[src/design/uhcs_defs.svh]
// constants for the compound host state sequencer
`ifndef UHCS_DEFS_SVH
`define UHCS_DEFS_SVH

// ====================================================================
// register offsets (byte addresses) and widths
`define UHCS_ADR_W 5
`define UHCS_OFF_CMD 5'h00
`define UHCS_OFF_PERMIT 5'h04
`define UHCS_OFF_STATUS 5'h08
`define UHCS_OFF_STATE 5'h0C
`define UHCS_CMD_W 3
`define UHCS_ST_W 3
`define UHCS_FLAG_W 7

// ====================================================================
// command codes of the host state command field
`define UHCS_CMD_NONE 3'h0
`define UHCS_CMD_BUS_RESET 3'h1
`define UHCS_CMD_OPERATIONAL 3'h2
`define UHCS_CMD_SUSPEND 3'h3
`define UHCS_CMD_RESUME 3'h4
`define UHCS_CMD_RESET_THEN_OP 3'h5
`define UHCS_CMD_SUSPEND_THEN_OP 3'h6
`define UHCS_CMD_RESUME_THEN_OP 3'h7

// ====================================================================
// status flag positions
`define UHCS_F_CHIRP_OK 0
`define UHCS_F_CHIRP_ERR 1
`define UHCS_F_RESET_DONE 2
`define UHCS_F_SUSPEND_DONE 3
`define UHCS_F_RESUME_DONE 4
`define UHCS_F_WAKE_SEEN 5
`define UHCS_F_VBUS_ERR 6

// ====================================================================
// line event positions after synchronising
`define UHCS_EV_W 5
`define UHCS_EV_HS 0
`define UHCS_EV_CHIRP_OK 1
`define UHCS_EV_CHIRP_ERR 2
`define UHCS_EV_WAKE 3
`define UHCS_EV_VBUS 4

// ====================================================================
// phase times and their cycle counts
`define UHCS_CLK_MHZ 100
`define UHCS_T_RESET_US 10000
`define UHCS_T_SUSPEND_US 3000
`define UHCS_T_RESUME_US 20000
`define UHCS_T_EOP_US 100
`define UHCS_TMR_W 21
`define UHCS_TMR_ONE 21'h000001
`define UHCS_TMR_ZERO 21'h000000
`define UHCS_RESET_CYC (`UHCS_T_RESET_US * `UHCS_CLK_MHZ)
`define UHCS_SUSPEND_CYC (`UHCS_T_SUSPEND_US * `UHCS_CLK_MHZ)
`define UHCS_RESUME_CYC (`UHCS_T_RESUME_US * `UHCS_CLK_MHZ)
`define UHCS_EOP_CYC (`UHCS_T_EOP_US * `UHCS_CLK_MHZ)

`endif

[src/design/uhcs_pkg.sv]
// types of the compound host state sequencer
package uhcs_pkg;
    typedef enum logic [2:0] {
        UHCS_ST_IDLE = 3'b000,
        UHCS_ST_RESET = 3'b001,
        UHCS_ST_OPER = 3'b010,
        UHCS_ST_SUSPENDING = 3'b011,
        UHCS_ST_SUSPENDED = 3'b100,
        UHCS_ST_RESUMING = 3'b101,
        UHCS_ST_RSM_EOP = 3'b110,
        UHCS_ST_ERROR = 3'b111
    } uhcs_state_t;
    typedef logic [2:0] uhcs_cmd_t;
endpackage : uhcs_pkg

[src/design/uhcs_tmr_if.sv]
// phase timer carrier between sequencer and timer
`timescale 1ns/1ps
`include "uhcs_defs.svh"
interface uhcs_tmr_if;
    logic load;
    logic [`UHCS_TMR_W-1:0] value;
    logic expired;
    modport ctl (output load, output value, input expired);
    modport tmr (input load, input value, output expired);
endinterface : uhcs_tmr_if

[src/design/uhcs_top.sv]
// compound host state sequencer with wishbone register slave
//
// Implementation choices: register access over Wishbone and the register offsets.
`timescale 1ns/1ps
`include "uhcs_defs.svh"
module uhcs_top
    import uhcs_pkg::*;
#(
    parameter logic [`UHCS_TMR_W-1:0] RESET_CYCLES = `UHCS_TMR_W'(`UHCS_RESET_CYC),
    parameter logic [`UHCS_TMR_W-1:0] SUSPEND_CYCLES = `UHCS_TMR_W'(`UHCS_SUSPEND_CYC),
    parameter logic [`UHCS_TMR_W-1:0] RESUME_CYCLES = `UHCS_TMR_W'(`UHCS_RESUME_CYC),
    parameter logic [`UHCS_TMR_W-1:0] EOP_CYCLES = `UHCS_TMR_W'(`UHCS_EOP_CYC)
) (
    input wire logic mclk,
    input wire logic rst,
    input wire logic ce,
    input wire logic wb_cyc_i,
    input wire logic wb_stb_i,
    input wire logic wb_we_i,
    input wire logic [`UHCS_ADR_W-1:0] wb_adr_i,
    input wire logic [3:0] wb_sel_i,
    input wire logic [31:0] wb_dat_i,
    output logic [31:0] wb_dat_o,
    output logic wb_ack_o,
    input wire logic line_hs_dev,
    input wire logic line_chirp_ok,
    input wire logic line_chirp_err,
    input wire logic line_wakeup,
    input wire logic line_vbus_err,
    output logic bus_reset_o,
    output logic resume_k_o,
    output logic suspend_o,
    output logic sof_en_o,
    output logic disc_det_en_o,
    output logic wake_det_en_o
);
    uhcs_state_t state_q;
    uhcs_state_t state_d;
    uhcs_cmd_t cmd_q;
    uhcs_cmd_t cmd_d;
    uhcs_cmd_t wr_code;
    logic [`UHCS_FLAG_W-1:0] flags_q;
    logic [`UHCS_FLAG_W-1:0] set_d;
    logic [`UHCS_FLAG_W-1:0] clr;
    logic [`UHCS_EV_W-1:0] ev_s;
    logic [`UHCS_EV_W-1:0] ev_prev_q;
    logic [`UHCS_EV_W-1:0] rise;
    logic [31:0] rd_mux;
    logic permit_q;
    logic wr_go;
    logic cmd_wr;
    logic launch;
    logic busy;
    logic hs;
    logic vbus_hit;
    logic chirp_bad;
    logic chains_op;

    uhcs_tmr_if t ();

    // ================================================================
    // submodules
    uhcs_sync u_sync (
        .mclk(mclk),
        .rst(rst),
        .ce(ce),
        .async_in({line_vbus_err, line_wakeup, line_chirp_err, line_chirp_ok, line_hs_dev}),
        .sync_out(ev_s)
    );

    uhcs_timer u_timer (
        .mclk(mclk),
        .rst(rst),
        .ce(ce),
        .t(t)
    );

    // ================================================================
    // line events: edges only, so a held level cannot re-arm a cleared flag
    always_ff @(posedge mclk) begin
        if (rst) begin
            ev_prev_q <= '0;
        end else if (ce) begin
            ev_prev_q <= ev_s;
        end
    end

    assign rise = ev_s & ~ev_prev_q;
    assign hs = ev_s[`UHCS_EV_HS];
    assign busy = (state_q != UHCS_ST_IDLE) && (state_q != UHCS_ST_ERROR);
    assign vbus_hit = busy && rise[`UHCS_EV_VBUS];
    assign chirp_bad = hs && rise[`UHCS_EV_CHIRP_ERR];
    assign chains_op = (cmd_q == `UHCS_CMD_SUSPEND_THEN_OP) || (cmd_q == `UHCS_CMD_RESUME_THEN_OP);

    // ================================================================
    // wishbone classic slave: ack one cycle after the strobe, write at the ack edge
    always_ff @(posedge mclk) begin
        if (rst) begin
            wb_ack_o <= 1'b0;
            wb_dat_o <= '0;
        end else if (ce) begin
            wb_ack_o <= wb_cyc_i && wb_stb_i && !wb_ack_o;
            if (wb_cyc_i && wb_stb_i && !wb_ack_o) begin
                wb_dat_o <= rd_mux;
            end
        end
    end

    assign wr_go = ce && wb_cyc_i && wb_stb_i && wb_we_i && wb_ack_o && wb_sel_i[0];
    assign cmd_wr = wr_go && (wb_adr_i == `UHCS_OFF_CMD);
    assign wr_code = wb_dat_i[`UHCS_CMD_W-1:0];
    assign clr = (wr_go && (wb_adr_i == `UHCS_OFF_STATUS)) ? wb_dat_i[`UHCS_FLAG_W-1:0] : '0;

    // commands are only taken between phases; transient phases ignore them
    assign launch = cmd_wr && (wr_code != `UHCS_CMD_NONE) && !(state_q inside {UHCS_ST_RESET,
        UHCS_ST_SUSPENDING, UHCS_ST_RESUMING, UHCS_ST_RSM_EOP});

    // read mux; unmapped offsets read zero
    always_comb begin
        rd_mux = '0;
        unique case (wb_adr_i)
            `UHCS_OFF_CMD: rd_mux[`UHCS_CMD_W-1:0] = cmd_q;
            `UHCS_OFF_PERMIT: rd_mux[0] = permit_q;
            `UHCS_OFF_STATUS: rd_mux[`UHCS_FLAG_W-1:0] = flags_q;
            `UHCS_OFF_STATE: rd_mux[`UHCS_ST_W-1:0] = state_q;
            default: rd_mux = '0;
        endcase
    end

    // ================================================================
    // sequencer next state, timer loads and flag sets
    always_comb begin
        state_d = state_q;
        cmd_d = cmd_q;
        set_d = '0;
        t.load = 1'b0;
        t.value = `UHCS_TMR_ZERO;
        if (launch) begin
            cmd_d = wr_code;
            unique case (wr_code)
                `UHCS_CMD_BUS_RESET, `UHCS_CMD_RESET_THEN_OP: begin
                    state_d = UHCS_ST_RESET;
                    t.load = 1'b1;
                    t.value = RESET_CYCLES;
                end
                `UHCS_CMD_SUSPEND, `UHCS_CMD_SUSPEND_THEN_OP: begin
                    state_d = UHCS_ST_SUSPENDING;
                    t.load = 1'b1;
                    t.value = SUSPEND_CYCLES;
                end
                `UHCS_CMD_RESUME, `UHCS_CMD_RESUME_THEN_OP: begin
                    state_d = UHCS_ST_RESUMING;
                    t.load = 1'b1;
                    t.value = RESUME_CYCLES;
                end
                default: begin
                    state_d = UHCS_ST_OPER;
                    cmd_d = `UHCS_CMD_NONE;
                end
            endcase
        end else if (vbus_hit) begin
            // bus power lost: abandon whatever phase is running
            state_d = UHCS_ST_ERROR;
            cmd_d = `UHCS_CMD_NONE;
            set_d[`UHCS_F_VBUS_ERR] = 1'b1;
        end else begin
            unique case (state_q)
                UHCS_ST_RESET: begin
                    if (chirp_bad) begin
                        set_d[`UHCS_F_CHIRP_ERR] = 1'b1;
                        state_d = UHCS_ST_ERROR;
                        cmd_d = `UHCS_CMD_NONE;
                    end else begin
                        // full/low-speed devices never chirp, so only hs reports
                        set_d[`UHCS_F_CHIRP_OK] = hs && rise[`UHCS_EV_CHIRP_OK];
                        if (t.expired) begin
                            set_d[`UHCS_F_RESET_DONE] = 1'b1;
                            cmd_d = `UHCS_CMD_NONE;
                            state_d = (cmd_q == `UHCS_CMD_RESET_THEN_OP) ? UHCS_ST_OPER : UHCS_ST_IDLE;
                        end
                    end
                end
                UHCS_ST_SUSPENDING: begin
                    if (t.expired) begin
                        set_d[`UHCS_F_SUSPEND_DONE] = 1'b1;
                        state_d = UHCS_ST_SUSPENDED;
                        if (cmd_q == `UHCS_CMD_SUSPEND) begin
                            cmd_d = `UHCS_CMD_NONE;
                        end
                    end
                end
                UHCS_ST_SUSPENDED: begin
                    if (wake_det_en_o && rise[`UHCS_EV_WAKE]) begin
                        set_d[`UHCS_F_WAKE_SEEN] = 1'b1;
                        if (cmd_q == `UHCS_CMD_SUSPEND_THEN_OP) begin
                            state_d = UHCS_ST_RESUMING;
                            t.load = 1'b1;
                            t.value = RESUME_CYCLES;
                        end
                    end
                end
                UHCS_ST_RESUMING: begin
                    if (t.expired) begin
                        state_d = UHCS_ST_RSM_EOP;
                        t.load = 1'b1;
                        t.value = EOP_CYCLES;
                    end
                end
                UHCS_ST_RSM_EOP: begin
                    if (t.expired) begin
                        set_d[`UHCS_F_RESUME_DONE] = 1'b1;
                        cmd_d = `UHCS_CMD_NONE;
                        state_d = chains_op ? UHCS_ST_OPER : UHCS_ST_IDLE;
                    end
                end
                UHCS_ST_IDLE, UHCS_ST_OPER, UHCS_ST_ERROR: begin
                    state_d = state_q;
                end
            endcase
        end
    end

    // ================================================================
    // state and active command
    always_ff @(posedge mclk) begin
        if (rst) begin
            state_q <= UHCS_ST_IDLE;
            cmd_q <= `UHCS_CMD_NONE;
        end else if (ce) begin
            state_q <= state_d;
            cmd_q <= cmd_d;
        end
    end

    // sticky status flags; a set in the clearing cycle wins
    always_ff @(posedge mclk) begin
        if (rst) begin
            flags_q <= '0;
        end else if (ce) begin
            flags_q <= (flags_q & ~clr) | set_d;
        end
    end

    // firmware permit bit; the sequencer never writes it
    always_ff @(posedge mclk) begin
        if (rst) begin
            permit_q <= 1'b0;
        end else if (wr_go && (wb_adr_i == `UHCS_OFF_PERMIT)) begin
            permit_q <= wb_dat_i[0];
        end
    end

    // ================================================================
    // line controls, registered from the next state so they align with it
    always_ff @(posedge mclk) begin
        if (rst) begin
            bus_reset_o <= 1'b0;
            resume_k_o <= 1'b0;
            suspend_o <= 1'b0;
            sof_en_o <= 1'b0;
            disc_det_en_o <= 1'b0;
            wake_det_en_o <= 1'b0;
        end else if (ce) begin
            bus_reset_o <= (state_d == UHCS_ST_RESET);
            resume_k_o <= (state_d == UHCS_ST_RESUMING);
            suspend_o <= (state_d == UHCS_ST_SUSPENDING) || (state_d == UHCS_ST_SUSPENDED);
            sof_en_o <= (state_d == UHCS_ST_OPER);
            // both detectors drop in the same edge that starts the K drive
            disc_det_en_o <= state_d inside {UHCS_ST_OPER, UHCS_ST_SUSPENDING, UHCS_ST_SUSPENDED};
            wake_det_en_o <= (state_d == UHCS_ST_SUSPENDED)
                && (permit_q || (cmd_d == `UHCS_CMD_SUSPEND_THEN_OP));
        end
    end

    // ================================================================
    // checks: helper counts cycles spent in bus reset
    logic [`UHCS_TMR_W-1:0] rst_len_q;
    always_ff @(posedge mclk) begin
        if (rst) begin
            rst_len_q <= `UHCS_TMR_ZERO;
        end else if (ce) begin
            rst_len_q <= (state_q == UHCS_ST_RESET) ? rst_len_q + `UHCS_TMR_ONE : `UHCS_TMR_ZERO;
        end
    end
endmodule : uhcs_top

[src/design/uhcs_sync.sv]
// two-flop synchronisers for the line event inputs
`timescale 1ns/1ps
`include "uhcs_defs.svh"
module uhcs_sync (
    input wire logic mclk,
    input wire logic rst,
    input wire logic ce,
    input wire logic [`UHCS_EV_W-1:0] async_in,
    output logic [`UHCS_EV_W-1:0] sync_out
);
    // ================================================================
    // per-bit chain; first flop feeds only the second
    genvar i;
    generate
        for (i = 0; i < `UHCS_EV_W; i++) begin : g_bit
            logic meta_q;
            logic stab_q;
            always_ff @(posedge mclk) begin
                if (rst) begin
                    meta_q <= 1'b0;
                    stab_q <= 1'b0;
                end else if (ce) begin
                    meta_q <= async_in[i];
                    stab_q <= meta_q;
                end
            end
            assign sync_out[i] = stab_q;
        end
    endgenerate
endmodule : uhcs_sync

[src/design/uhcs_timer.sv]
// down-counting phase timer
`timescale 1ns/1ps
`include "uhcs_defs.svh"
module uhcs_timer (
    input wire logic mclk,
    input wire logic rst,
    input wire logic ce,
    uhcs_tmr_if.tmr t
);
    logic [`UHCS_TMR_W-1:0] cnt_q;

    // ================================================================
    // load sets a phase of value cycles; expired marks its last cycle
    always_ff @(posedge mclk) begin
        if (rst) begin
            cnt_q <= `UHCS_TMR_ZERO;
        end else if (ce) begin
            if (t.load) begin
                cnt_q <= t.value;
            end else if (cnt_q != `UHCS_TMR_ZERO) begin
                cnt_q <= cnt_q - `UHCS_TMR_ONE;
            end
        end
    end

    assign t.expired = (cnt_q == `UHCS_TMR_ONE);
endmodule : uhcs_timer

[config.mk]
export PLATFORM = sky130hd
export DESIGN_NAME = uhcs_top
export DESIGN_NICKNAME = d
export VERILOG_FILES = /design/src/design/uhcs_pkg.sv /design/src/design/uhcs_tmr_if.sv /design/src/design/uhcs_top.sv /design/src/design/uhcs_sync.sv /design/src/design/uhcs_timer.sv
export VERILOG_INCLUDE_DIRS = /design/src /design/src/design
export SDC_FILE = /design/constraint.sdc
export NUM_CORES = 1
export LEC_CHECK = 0
export ABC_AREA = 1
export BUFFER_PORTS_ARGS = -buffer_cell sky130_fd_sc_hd__buf_4
export CAP_MARGIN = 20
export CORE_MARGIN = 2
export CORE_UTILIZATION = 54
export DETAILED_ROUTE_END_ITERATION = 8
export PLACE_DENSITY = 0.8
export SYNTH_ARGS = -nofsm -noshare
export SYNTH_HDL_FRONTEND = slang
export SYNTH_SLANG_ARGS = --single-unit
export TNS_END_PERCENT = 10
[constraint.sdc]
create_clock -name mclk -period 2.1 [get_ports mclk]
set_input_delay 0.42 -clock mclk [delete_from_list [all_inputs] [get_ports mclk]]
set_output_delay 0.42 -clock mclk [all_outputs]
set_load 0.01 [all_outputs]
==> flow_summary.toml <==
[synth]
async_reset_ff_share_pct = 0
ys_seq_area_share_pct = 33.3
syn_avg_cell_area_um2 = 6.44
yosysUniqueCellTypes = 36
ys_warn_count = 0
synth_area_um2 = 3780
synthTopCellsByArea = "dfxtp_1, nand2_1, nor2_1"
netlist_instances = 588
ys.flop_type = "dfxtp_1"
ys_ff_latch = 63
synth_top_area_share_pct = 33.3
synth_edf_count = 0
yosysTopAreaCell = "dfxtp_1"

[floorplanning]
num_rows = 30
design.core.area_um2 = 6790
die_area_um2 = 7690
ios = 91
initial_core_util_pct = 55.7
die_x_um = 87.7
die_h_um = 87.7

[timing]
rsz0062_at_grt = "yes"
finalMaxSlewViolations = 0
max_freq_ghz = 0.501
setup_violations = 0
layout_min_cycle_time_ns = 2.00
setup_tns_ns = 0
finalHoldViolCount = 0
fin_worst_skew_ns = 0.00478
fin_crit_sh_pct = 95.1

[clock_network]
cts.path.max_buffers = 2
h-tree-depth = 3
numClockSinks = 63
cts_tree = "built"
clk_pin_slew_ns = 0.07
clock_latency_ns = 0.35
clock-root-buffer = "clkbuf_8"
cts_buffers = 9

[route]
drc_errors = 0
vias = 4208
wl_um = 10900
wl_per_cell_um = 13.8
viasPerCell = 5.33
final_antenna_net_count = 0
first_pass_iters = 6
drtIter0Drc = 310

[cells_and_area]
nets = 744
drive_gt1_share_pct = 24.4
stdcell_count = 789
diodes = 0
area_growth_syn_to_layout_pct = 28.1
nFillCells = 567

[worst_setup_path]
r2r_end = "u_timer.cnt_q[9]$_SDFFE_PP0P_"
r2r_slack_ns = 0.10
r2r_cells = 13
crit_required_ns = 2.34
r2r_start = "state_q[1]$_SDFFE_PP0P_"
critPathLaunchType = "register"
critical_path_arrival_ns = 2.24
crit_type = "register to register"
end_kind = "register"
cp_max_fo = 10

[global_route]
met3_usage_pct = 6.97
grt_first_pass_wirelength_um = 17700
track_usage_pct = 29.5
grt_use_met1_pct = 34.9
grt_busiest_layer = "met2"
overflow = 0
met2_usage_pct = 51.2
antenna_found_initial = 0
grt_pass1_vias = 3918
grt_start_max_net_pins = 33

[power_and_ir_drop]
peakVddDrop_uv = 498
p_total_uw = 4160
p_leak_uw = 0.00233
power_density_nw_per_um2 = 857

[hold_path]
min_path_cells = 3
hold_end = "u_sync.g_bit[1].meta_q$_SDFFE_PP0P_"
hold_path_class = "input pin to register"
hp-start = "line_chirp_ok"

[placement]
portBuffers = 37
gp_congestion = 0.957
dp.cells = 768
dp_hpwl_um = 7820

[outcome]
status = "completed"

[run]
drv_cap = 0
-- how the worst max path moves through the flow --
stage                       startpoint                       endpoint  slack [ns]
4_1_cts        state_q[0]$_SDFFE_PP0P_  u_timer.cnt_q[9]$_SDFFE_PP0P_        0.01
5_1_grt        state_q[1]$_SDFFE_PP0P_  u_timer.cnt_q[9]$_SDFFE_PP0P_       -0.05
2_1_floorplan              wb_adr_i[1]  u_timer.cnt_q[8]$_SDFFE_PP0P_        0.11
3_3_place_gp               wb_adr_i[1]  u_timer.cnt_q[4]$_SDFFE_PP0P_       -0.13
6_report       state_q[1]$_SDFFE_PP0P_  u_timer.cnt_q[9]$_SDFFE_PP0P_        0.10
3_5_place_dp               wb_adr_i[3]  u_timer.cnt_q[5]$_SDFFE_PP0P_       -0.20
-- power by group --
part           switching, uW  total [uW]  internal (uW)
combinational            876        1510            638
sequential              93.1        1400           1310
clock                    483        1240            757
total                   1450        4160           2710
-- critical path: stages (launching register included) --
cell,delay [ns]
dfxtp_2,0.35
nor2_4,0.14
nand2_1,0.11
nor2_2,0.15
nand4_1,0.16
nor2_2,0.14
buf_4,0.13
clkinv_1,0.11
nand3_4,0.15
inv_2,0.12
nand2_1,0.09
nand3_1,0.08
nor2_1,0.10
nor2_1,0.05
-- registers in the layout, indices dropped and copies added (netlist names), 3 cells and up --
signal               count
wb_dat_o                 7
cmd_q                    3
u_sync.g_bit.stab_q      5
state_q                  3
u_timer.cnt_q           21
ev_prev_q                4
flags_q                  7
u_sync.g_bit.meta_q      5
-- per-layer routing --
metal / part of all wire (%) / up-vias
met5: 0 / -
met4: 3.5 / 0
met3: 5.8 / 50
met2: 50 / 169
met1: 40 / 1945
li1: - / 2044
-- layout by cell type (no fill, tap or decap), types with 3 or more instances in the layout --
master | synthesis | layout
a21oi_1 | 48 | 47
nor3_1 | 8 | 6
nand4_1 | 8 | 8
nand2_2 | 6 | 7
o21ai_0 | 38 | 35
clkbuf_8 | 0 | 12
nor4_1 | 3 | 3
buf_4 | 27 | 107
ha_1 | 3 | 3
o21ai_1 | 8 | 11
nor2_1 | 99 | 84
nor2_2 | 6 | 15
nand2_1 | 129 | 128
dfxtp_1 | 63 | 60
xor2_1 | 12 | 12
conb_1 | 1 | 25
nor2_4 | 1 | 7
inv_1 | 51 | 51
xnor2_1 | 4 | 4
nand3_1 | 35 | 35
inv_2 | 6 | 6
-- synthesized netlist by cell type (all sizes together) (2+ instances only) --
cell and number:
a21oi 49, buf 30, clkbuf 11, clkinv 2, dfxtp 63, ha 3
inv 57, nand2 135, nand3 37, nand4 8, nor2 106, nor3 8
nor4 3, o211ai 2, o21ai 49, o221ai 2, xnor2 4, xor2 12
-- per-stage QoR --
stage / utilization [%] / setup slack (ns) / hold slack, ns / area, um2
6_report: 71.4 / 0.104 / 0.297 / 4850
5_1_grt: 71.4 / -0.0468 / 0.303 / 4850
4_1_cts: 69.6 / 0.0135 / 0.284 / 4730
3_5_place_dp: 65.9 / -0.196 / 0.453 / 4480
3_3_place_gp: 65.9 / -0.132 / 0.448 / 4480
2_1_floorplan: - / 0.106 / 0.439 / 3870
-- cells by family after synthesis --
group                    count (synthesis)  share of synthesized area [%]
buffers and inverters                  100                           13.2
adder cells (fa/ha/maj)                  3                          0.992
AND/OR/NAND/NOR                        300                           33.7
flip-flops                              63                           33.3
AO/OA/AOI/OAI                          105                           15.0
XOR/XNOR                                16                           3.70
other                                    1                         0.0991
-- layout make-up --
cell class	instances	area [um2]	share of cell area (%)
Clock inverter	3	65.1	1.34
Inverter	59	221	4.57
Clock buffer	12	165	3.41
Multi-Input combinational cell	449	2210	45.5
Tap cell	96	120	2.48
Sequential cell	63	1270	26.1
Timing Repair Buffer	107	803	16.6
-- timing repair --
action	4_1_cts	5_1_grt
pin swaps	3	5
hold buffers	0	0
setup endpoints to repair	18	32
cloned	0	0
resized for setup	2	31
hold endpoints to repair	0	0
buffers inserted	2	4
No activity file was read; power rests on OpenSTA's default activity.
